**src/hdl/ccs_pkg.sv**
```systemverilog
// Constants and carriers for the coprocessor channel context logic
package ccs_pkg;
    localparam int         CCS_NCH        = 4;
    localparam logic [1:0] CCS_TOP_CH     = 2'h3;
    localparam logic [3:0] CCS_CIPH_WORDS = 4'h4;
    localparam logic [3:0] CCS_IDX_END    = 4'hA;
    localparam logic [3:0] CCS_IDX_NEXT   = 4'h0;
    localparam logic [3:0] CCS_IDX_CTRL   = 4'h1;
    localparam logic [7:0] CCS_CTX_BYTES  = 8'hA0;
    localparam logic [7:0] CCS_CHAN_BYTES = 8'h28;
    localparam logic [7:0] CCS_HASH_OFS   = 8'h10;
    localparam int         CCS_CTL_IRQ    = 0;
    localparam int         CCS_CTL_CHAIN  = 1;
    localparam int         CCS_CTL_CBC    = 2;
    localparam int         CCS_CTL_SHA1   = 3;
    localparam int         CCS_CTL_HINIT  = 4;

    typedef enum logic [2:0] {
        CCS_IDLE    = 3'h0,
        CCS_FETCH   = 3'h1,
        CCS_RESTORE = 3'h3,
        CCS_RUN     = 3'h2,
        CCS_DRAIN   = 3'h6,
        CCS_SAVE    = 3'h7,
        CCS_DONE    = 3'h5
    } ccs_state_t;

    typedef struct packed {
        logic        req;
        logic        we;
        logic [31:0] addr;
        logic [31:0] wdata;
    } ccs_mreq_t;

    typedef struct packed {
        logic [31:0] next;
        logic [31:0] ctrl;
    } ccs_pkt_t;

    // Channel 3 lowest, channel 0 highest; hash words follow cipher words
    function automatic logic [31:0] ccs_ctx_addr(input logic [31:0] base,
                                                 input logic [1:0]  ch,
                                                 input logic [3:0]  idx);
        logic [7:0] ofs;
        ofs = 8'(8'(CCS_TOP_CH - ch) * CCS_CHAN_BYTES);
        return base + {24'h0, ofs} + {26'h0, idx, 2'b00};
    endfunction
endpackage

```
**src/hdl/ccs_ctx_switch.sv**
```systemverilog
// Channel scheduler with context save and reload, plus engine result FIFO
`timescale 1ns/1ps

////////////////////////////////////////////////////////////////////////////////
module ccs_fifo #(
    parameter int WIDTH = 32,
    parameter int DEPTH = 8
) (
    // Clock and reset
    input  wire logic             clk,
    input  wire logic             reset_n,
    // Fill side
    input  wire logic             in_valid,
    input  wire logic [WIDTH-1:0] in_data,
    output logic                  in_ready,
    // Drain side
    output logic                  out_valid,
    output logic      [WIDTH-1:0] out_data,
    input  wire logic             out_ready
);
    localparam int AW = $clog2(DEPTH);
    if (DEPTH < 2 || (1 << AW) != DEPTH) begin : g_chk
        $error("ccs_fifo depth must be a power of two");
    end

    logic [WIDTH-1:0] mem [DEPTH];
    logic [AW-1:0]    wp_r;
    logic [AW-1:0]    rp_r;
    logic [AW:0]      cnt_r;
    logic [AW:0]      cnt_nxt;
    logic             ready_r;
    wire              push = in_valid && ready_r;
    wire              pop  = out_valid && out_ready;

    assign cnt_nxt   = cnt_r + (AW+1)'(push) - (AW+1)'(pop);
    assign in_ready  = ready_r;
    assign out_valid = (cnt_r != '0);
    assign out_data  = mem[rp_r];

    always_ff @(posedge clk) begin
        if (push) begin
            mem[wp_r] <= in_data;
        end
    end

    always_ff @(posedge clk) begin
        if (!reset_n) begin
            wp_r    <= '0;
            rp_r    <= '0;
            cnt_r   <= '0;
            ready_r <= 1'b0;
        end else begin
            wp_r    <= wp_r + AW'(push);
            rp_r    <= rp_r + AW'(pop);
            cnt_r   <= cnt_nxt;
            ready_r <= (cnt_nxt != (AW+1)'(DEPTH));
        end
    end
endmodule

////////////////////////////////////////////////////////////////////////////////
module ccs_ctx_switch
    import ccs_pkg::*;
#(
    parameter int FIFO_DEPTH = 8
) (
    // Clock and reset
    input  wire logic                 clk,
    input  wire logic                 reset_n,
    // Channel control
    input  wire logic [31:0]          ctx_base,
    input  wire logic [CCS_NCH-1:0]   chan_start,
    input  wire logic [31:0]          chan_ptr,
    output logic      [CCS_NCH-1:0]   chan_busy,
    // Memory master
    output ccs_mreq_t                 mem_o,
    input  wire logic                 mem_ack,
    input  wire logic [31:0]          mem_rdata,
    // Engine
    output logic                      eng_go,
    output logic      [1:0]           eng_chan,
    output logic      [31:0]          eng_ctrl,
    output logic      [9:0][31:0]     eng_ctx,
    input  wire logic                 eng_wvalid,
    input  wire logic [31:0]          eng_wdata,
    output logic                      eng_wready,
    // Interrupts
    input  wire logic                 csc_irq,
    output logic                      page_copy_irq,
    output logic                      shared_irq
);
    if (CCS_NCH != 4) begin : g_chk
        $error("context layout serves exactly four channels");
    end

    ccs_state_t             st_r;
    ccs_mreq_t              mem_r;
    ccs_pkt_t               pkt_r;
    logic [31:0]            ptr_r [CCS_NCH];
    logic [CCS_NCH-1:0]     act_r;
    logic [1:0]             cur_r;
    logic [1:0]             last_r;
    logic [3:0]             idx_r;
    logic [9:0][31:0]       ctx_r;
    logic                   go_r;
    logic                   pc_irq_r;
    logic                   sh_irq_r;
    logic                   f_valid;
    logic [31:0]            f_data;

    // Round robin: search starts just after the last served channel
    function automatic logic [1:0] ccs_pick(input logic [3:0] act, input logic [1:0] last);
        logic [1:0] c;
        ccs_pick = last;
        for (int k = CCS_NCH; k >= 1; k--) begin
            c = 2'(last + 2'(k));
            if (act[c]) begin
                ccs_pick = c;
            end
        end
    endfunction

    wire        is_done  = (st_r == CCS_DONE);
    wire        cbc      = pkt_r.ctrl[CCS_CTL_CBC];
    wire        sha1     = pkt_r.ctrl[CCS_CTL_SHA1];
    wire        in_ciph  = (idx_r < CCS_CIPH_WORDS);
    wire        need_wr  = in_ciph ? cbc : sha1;
    wire        need_rd  = in_ciph ? cbc : (sha1 && !pkt_r.ctrl[CCS_CTL_HINIT]);
    wire        at_end   = (idx_r == CCS_IDX_END);
    wire        acked    = mem_r.req && mem_ack;
    wire        f_pop    = (st_r == CCS_DRAIN) && !at_end;
    wire [31:0] pkt_addr = ptr_r[cur_r] + {26'h0, idx_r, 2'b00};
    wire [31:0] ctx_addr = ccs_ctx_addr(ctx_base, cur_r, idx_r);
    wire        irq_ev   = is_done && pkt_r.ctrl[CCS_CTL_IRQ];

    assign chan_busy     = act_r;
    assign mem_o         = mem_r;
    assign eng_go        = go_r;
    assign eng_chan      = cur_r;
    assign eng_ctrl      = pkt_r.ctrl;
    assign eng_ctx       = ctx_r;
    assign page_copy_irq = pc_irq_r;
    assign shared_irq    = sh_irq_r;

    // Engine hands back the whole updated context; stalls when full
    ccs_fifo #(.WIDTH(32), .DEPTH(FIFO_DEPTH)) u_fifo (
        .clk       (clk),
        .reset_n   (reset_n),
        .in_valid  (eng_wvalid),
        .in_data   (eng_wdata),
        .in_ready  (eng_wready),
        .out_valid (f_valid),
        .out_data  (f_data),
        .out_ready (f_pop)
    );

    ////////////////////////////////////////////////////////////////////////////
    // Channel activity and packet pointers; a start only lands on an idle one
    always_ff @(posedge clk) begin
        if (!reset_n) begin
            act_r <= '0;
            for (int c = 0; c < CCS_NCH; c++) begin
                ptr_r[c] <= 32'h0;
            end
        end else begin
            for (int c = 0; c < CCS_NCH; c++) begin
                if (is_done && cur_r == 2'(c)) begin
                    ptr_r[c] <= pkt_r.next;
                    act_r[c] <= pkt_r.ctrl[CCS_CTL_CHAIN] && (pkt_r.next != 32'h0);
                end
                if (chan_start[c] && !act_r[c]) begin
                    ptr_r[c] <= chan_ptr;
                    act_r[c] <= 1'b1;
                end
            end
        end
    end

    ////////////////////////////////////////////////////////////////////////////
    // Sequencer: fetch, reload, run, collect, save, complete
    always_ff @(posedge clk) begin
        if (!reset_n) begin
            st_r   <= CCS_IDLE;
            mem_r  <= '0;
            pkt_r  <= '0;
            cur_r  <= 2'h0;
            last_r <= CCS_TOP_CH;
            idx_r  <= 4'h0;
            ctx_r  <= '0;
            go_r   <= 1'b0;
        end else begin
            go_r <= 1'b0;
            case (st_r)
                CCS_IDLE: begin
                    if (|act_r) begin
                        cur_r <= ccs_pick(act_r, last_r);
                        idx_r <= CCS_IDX_NEXT;
                        st_r  <= CCS_FETCH;
                    end
                end
                CCS_FETCH: begin
                    if (!mem_r.req) begin
                        mem_r <= '{req: 1'b1, we: 1'b0, addr: pkt_addr, wdata: 32'h0};
                    end else if (mem_ack) begin
                        mem_r.req <= 1'b0;
                        if (idx_r == CCS_IDX_NEXT) begin
                            pkt_r.next <= mem_rdata;
                            idx_r      <= CCS_IDX_CTRL;
                        end else begin
                            pkt_r.ctrl <= mem_rdata;
                            idx_r      <= 4'h0;
                            st_r       <= CCS_RESTORE;
                        end
                    end
                end
                CCS_RESTORE: begin
                    // Entered only after the previous save was acknowledged
                    if (at_end) begin
                        go_r <= 1'b1;
                        st_r <= CCS_RUN;
                    end else if (!need_rd) begin
                        idx_r <= idx_r + 4'h1;
                    end else if (!mem_r.req) begin
                        mem_r <= '{req: 1'b1, we: 1'b0, addr: ctx_addr, wdata: 32'h0};
                    end else if (mem_ack) begin
                        mem_r.req    <= 1'b0;
                        ctx_r[idx_r] <= mem_rdata;
                        idx_r        <= idx_r + 4'h1;
                    end
                end
                CCS_RUN: begin
                    idx_r <= 4'h0;
                    st_r  <= CCS_DRAIN;
                end
                CCS_DRAIN: begin
                    if (at_end) begin
                        idx_r <= 4'h0;
                        st_r  <= CCS_SAVE;
                    end else if (f_valid) begin
                        ctx_r[idx_r] <= f_data;
                        idx_r        <= idx_r + 4'h1;
                    end
                end
                CCS_SAVE: begin
                    if (at_end) begin
                        st_r <= CCS_DONE;
                    end else if (!need_wr) begin
                        idx_r <= idx_r + 4'h1;
                    end else if (!mem_r.req) begin
                        mem_r <= '{req: 1'b1, we: 1'b1, addr: ctx_addr, wdata: ctx_r[idx_r]};
                    end else if (mem_ack) begin
                        mem_r.req <= 1'b0;
                        idx_r     <= idx_r + 4'h1;
                    end
                end
                default: begin
                    last_r <= cur_r;
                    st_r   <= CCS_IDLE;
                end
            endcase
        end
    end

    ////////////////////////////////////////////////////////////////////////////
    // Completion interrupts, one-cycle pulses; shared_irq also passes csc_irq for as long as it is held
    always_ff @(posedge clk) begin
        if (!reset_n) begin
            pc_irq_r <= 1'b0;
            sh_irq_r <= 1'b0;
        end else begin
            pc_irq_r <= irq_ev && (cur_r == 2'h0);
            sh_irq_r <= (irq_ev && (cur_r != 2'h0)) || csc_irq;
        end
    end
endmodule

```
**config.mk**
```make
export PLATFORM = sky130hd
export DESIGN_NAME = ccs_ctx_switch
export DESIGN_NICKNAME = d
export VERILOG_FILES = /design/src/hdl/ccs_pkg.sv /design/src/hdl/ccs_ctx_switch.sv
export SDC_FILE = /design/constraint.sdc
export NUM_CORES = 2
export LEC_CHECK = 0
export ABC_AREA = 1
export BUFFER_PORTS_ARGS = -buffer_cell sky130_fd_sc_hd__buf_4
export CAP_MARGIN = 20
export CORE_MARGIN = 2
export CORE_UTILIZATION = 50
export DETAILED_ROUTE_END_ITERATION = 7
export PLACE_DENSITY = 0.76
export SYNTH_ARGS = -nofsm -noshare
export SYNTH_HDL_FRONTEND = slang
export SYNTH_SLANG_ARGS = --single-unit
```
**constraint.sdc**
```tcl
create_clock -name clk -period 7 [get_ports clk]
set_input_delay 0.7 -clock clk [delete_from_list [all_inputs] [get_ports clk]]
set_output_delay 0.7 -clock clk [all_outputs]
set_load 0.02 [all_outputs]
```
==> key figures <==
Run status
  • Outcome: finished, final reports clean

Timing
  • Tightest Pin Transition: about 1.2 ns
  • Worst setup margin: approximately 2.6 ns
  • Final Cycle Share: 63.4%
  • # setup viols final: 0
  • Hold violation total from the final report: 0
  • RSZ-0062 raised after global routing: false
  • Max-slew violation count: 0
  • Slew Limit Headroom: 19.8%
  • Max Fclk: about 230 MHz
  • Setup TNS: 0 ns
  • Setup Skew: 0.0281 ns
  • Minimum clock period: ~4.4 ns

Synth
  • Post-synthesis xor/xnor area fraction: less than 1%
  • Compound-Gate Fraction of Synth Area: roughly 17%
  • Area share of the largest cell type after synthesis: between 20 and 30%
  • Post-synth top cells: 1,026 x nand2_1, 565 x a21oi_1, 511 x o21ai_0
  • Post-Syn Nets: approximately 5,000
  • Yosys reg bits: between 800 and 900
  • Commonest register cell after synthesis: dfxtp_1
  • Sequential-to-total area share from yosys stat: between 50% and 60%
  • Main combinational cell family by area after synthesis: simple AND/OR/NAND/NOR gates
  • Top cells by area, synth: edfxtp_1 30%, dfxtp_1 25%, nand2_1 9.9%
  • Synthesized area: 39,000 µm²
  • Average cell area after synthesis: slightly above 8 µm²
  • Unique cell type count in the Yosys netlist: 39
  • Post-Synth Adder-Cell Area: under 10%
  • Most frequent cell after synthesis: nand2_1
  • Cell accounting for the most synthesized area: edfxtp_1
  • Post-synthesis simple-gate area fraction: a little over a fifth
  • Post-synth EDFFs: roughly 380
  • Syn. warnings: 0
  • Async SR Flop Fraction: 0%
  • Mux contribution to synthesized area: 0%
  • Cells after Synth: between 4,000 and 5,000

Routing
  • Routed Antenna Nets: 0
  • Pre-antenna DRT Iters: 8
  • Drt drc: 0
  • Iter 0 DRT Violations: roughly 5,400
  • Drt total wl: between 100 and 150 mm
  • WL/cell: 23.9 µm
  • Vias: 37,300
  • Vias/cell: ~6.0

Worst setup path
  • Critical path type: reg2reg
  • Critical Path Fanout Max: 90
  • CP Launch Type: flip-flop
  • Worst setup EP type: flip-flop
  • Worst reg2reg setup slack: about 2.6 ns
  • Data required time of the critical path: approximately 7.6 ns
  • CP arrival: 5.03 ns

Place
  • PortBufs: between 500 and 600
  • Placed Area: roughly 44,000 µm²
  • Post-DP HPWL: roughly 100 mm
  • GPL Wtd Cong: 0.989
  • Place WS: approximately 2.7 ns

Power
  • Power per cell area: about 300 nW/µm²
  • Worst vdd ir: 251 µV
  • Sw Share: roughly 34%
  • Leakage power: 0.0190 µW
  • Internal power: about 9200 µW
  • Clock share of power: between 30 and 40%
  • Switching power: 4690 µW
  • Flop pwr share: 41.6%
  • Comb pwr share: 23.0%

Clock tree
  • Post-CTS sizing: 0
  • TritonCTS clock tree: yes
  • Clock tree buffer depth: 3
  • CTS root buffer: clkbuf_16
  • Clock transition at path regs: around 0.07 ns
  • Post-CTS Hold Fix Bufs: 0
  • CTS Buf Count: 91
  • Sink Count: about 870
  • Setup bufs post-CTS: 0
  • Htree depth: 3
  • Insertion delay to the later sink of the worst-skew pair: approximately 0.67 ns

Floorplan
  • I/O pin total: 565
  • Die width: around 280 µm
  • Die Y: ~280 µm
  • Core area: a little under 80,000 µm²
  • DIE AREA: 80,200 µm²
  • Initial Util: around half
  • # rows: a little over 100

Finish
  • Synth-to-layout area growth: 19.7%
  • Reg area: 21,200 µm²
  • Final nets: between 5,000 and 6,000
  • Fraction of layout cells with a size suffix above 1: between 15 and 20%
  • Area occupied by multi-input gates: ~16,000 µm²
  • Filler cells: 6,807
  • Non-Filler Cell Area, Final: 46,600 µm²

GRT
  • Remaining global-route overflow: 0
  • First-pass GRT wire length: ~220 mm
  • Total track usage: ~36%
  • Initial antenna violation count: 14
  • Vias in the first global route: approximately 34,000
  • Largest net degree at the start of global routing: 273

Hold path
  • Worst Hold Class: in2reg

Run
  • Max_cap viols: 0
worst paths after layout:
| path | start | cells past startpoint | to |
|---|---|---|---|
| setup / recovery | idx_r[0]$_SDFFE_PN0P_ | 11 | eng_ctx[117]$_SDFFE_PN0P_ |
| hold / removal | eng_wdata[13] | 1 | u_fifo.mem[6][13]$_DFFE_PP_ |
| setup reg to reg | idx_r[0]$_SDFFE_PN0P_ | 11 | eng_ctx[117]$_SDFFE_PN0P_ |
| hold reg to reg | mem_o[8]$_SDFFE_PN0P_ | 2 | mem_o[8]$_SDFFE_PN0P_ |
placed cells by master, fill, tap and decap left out, types with 4 or more instances in the layout:
| master | Yosys | layout |
|---|---|---|
| inv_2 | 11 | 13 |
| dfxtp_1 | 481 | 476 |
| nand3_1 | 501 | 500 |
| nand3b_1 | 4 | 4 |
| nor2_4 | 5 | 8 |
| nor3_4 | 3 | 5 |
| clkbuf_8 | 0 | 17 |
| clkbuf_1 | 263 | 19 |
| clkinv_2 | 0 | 17 |
| inv_6 | 0 | 5 |
| nor3_1 | 19 | 18 |
| fa_1 | 6 | 6 |
| diode_2 | 0 | 5 |
| bufinv_16 | 0 | 6 |
| or2_2 | 10 | 10 |
| a21oi_1 | 565 | 565 |
| edfxtp_1 | 384 | 384 |
| o21a_1 | 9 | 9 |
| buf_4 | 36 | 634 |
| a31oi_1 | 14 | 14 |
| nor2_2 | 3 | 13 |
| nand2_2 | 1 | 7 |
| o21ai_1 | 144 | 141 |
| nand4_1 | 59 | 59 |
| clkinv_1 | 6 | 11 |
| nand2_1 | 1026 | 1020 |
| o22ai_1 | 59 | 59 |
| xnor2_1 | 6 | 6 |
| clkbuf_16 | 0 | 91 |
| inv_1 | 178 | 175 |
| ha_1 | 26 | 26 |
| o21ai_0 | 511 | 511 |
| nor2_1 | 318 | 305 |
critical path: stages (launching register included):
cell     delay (ns)
dfxtp_4        1.00
inv_4          0.54
ha_1           0.42
nand2_1        0.15
nand2_1        0.15
o21ai_1        0.17
nand3_1        0.10
buf_4          0.24
nor2_4         0.82
buf_4          0.40
o21ai_0        0.11
a21oi_1        0.17
metal layers:
layer | GRT usage, % | part of all wire [%] | up-vias
met5 | 0 | 0.084 | -
li1 | - | - | 17000
met3 | 10.5 | 13 | 437
met4 | 17.3 | 5.4 | 18
met1 | 46.8 | 37 | 17400
met2 | 54.7 | 44 | 2443
cell type report:
class	count	area share (%)
Antenna cell	5	0.0268
Tap cell	1040	2.79
Sequential cell	865	45.4
Inverter	195	1.58
Multi-Input combinational cell	3304	33.4
Clock inverter	43	0.987
Clock buffer	127	5.54
Timing Repair Buffer	636	10.3
stage by stage:
stage / instances / power [µW] / hold slack [ns] / utilization (%)
after floorplan: 4733 / 7800 / 0.450 / -
after global placement: 6038 / 8960 / 0.453 / 56.3
after detailed placement: 6038 / 8990 / 0.459 / 56.3
after CTS: 6208 / 13800 / 0.247 / 60.3
after global routing: 6212 / 14400 / 0.266 / 60.3
final: 6215 / 13900 / 0.274 / 60.3
logic make-up (layout without fill, tap and decap cells):
logic type                 Yosys count  in the layout
AOI/OAI and AO/OA                 1308           1308
adders and majority gates           32             32
DFF                                865            865
xor gates and xnor gates             9              9
and+or+nand+nor                   1955           1955
buffers and inverters              564           1001
other                                0              5
power by group through the flow:
stage	clock network (µW)	logic, µW	registers (µW)
2_1_floorplan	0	1930	5870
3_3_place_gp	0	3070	5890
3_5_place_dp	0	3100	5890
4_1_cts	4940	3120	5790
5_1_grt	5140	3480	5820
6_report	4940	3210	5800
state kept, by name, indices dropped and copies added, names as in the netlist, named ones only:
signal / flops
eng_ctx: 320
u_fifo.mem: 256
ptr_r: 128
mem_o: 66
eng_ctrl: 32
pkt_r: 32
chan_busy: 4
idx_r: 4
u_fifo.cnt_r: 4
u_fifo.rp_r: 3
u_fifo.wp_r: 3
eng_chan: 2
last_r: 2
st_r: 2
eng_go: 1
page_copy_irq: 1
shared_irq: 1
u_fifo.in_ready: 1
No activity file was read; power rests on OpenSTA's default activity.
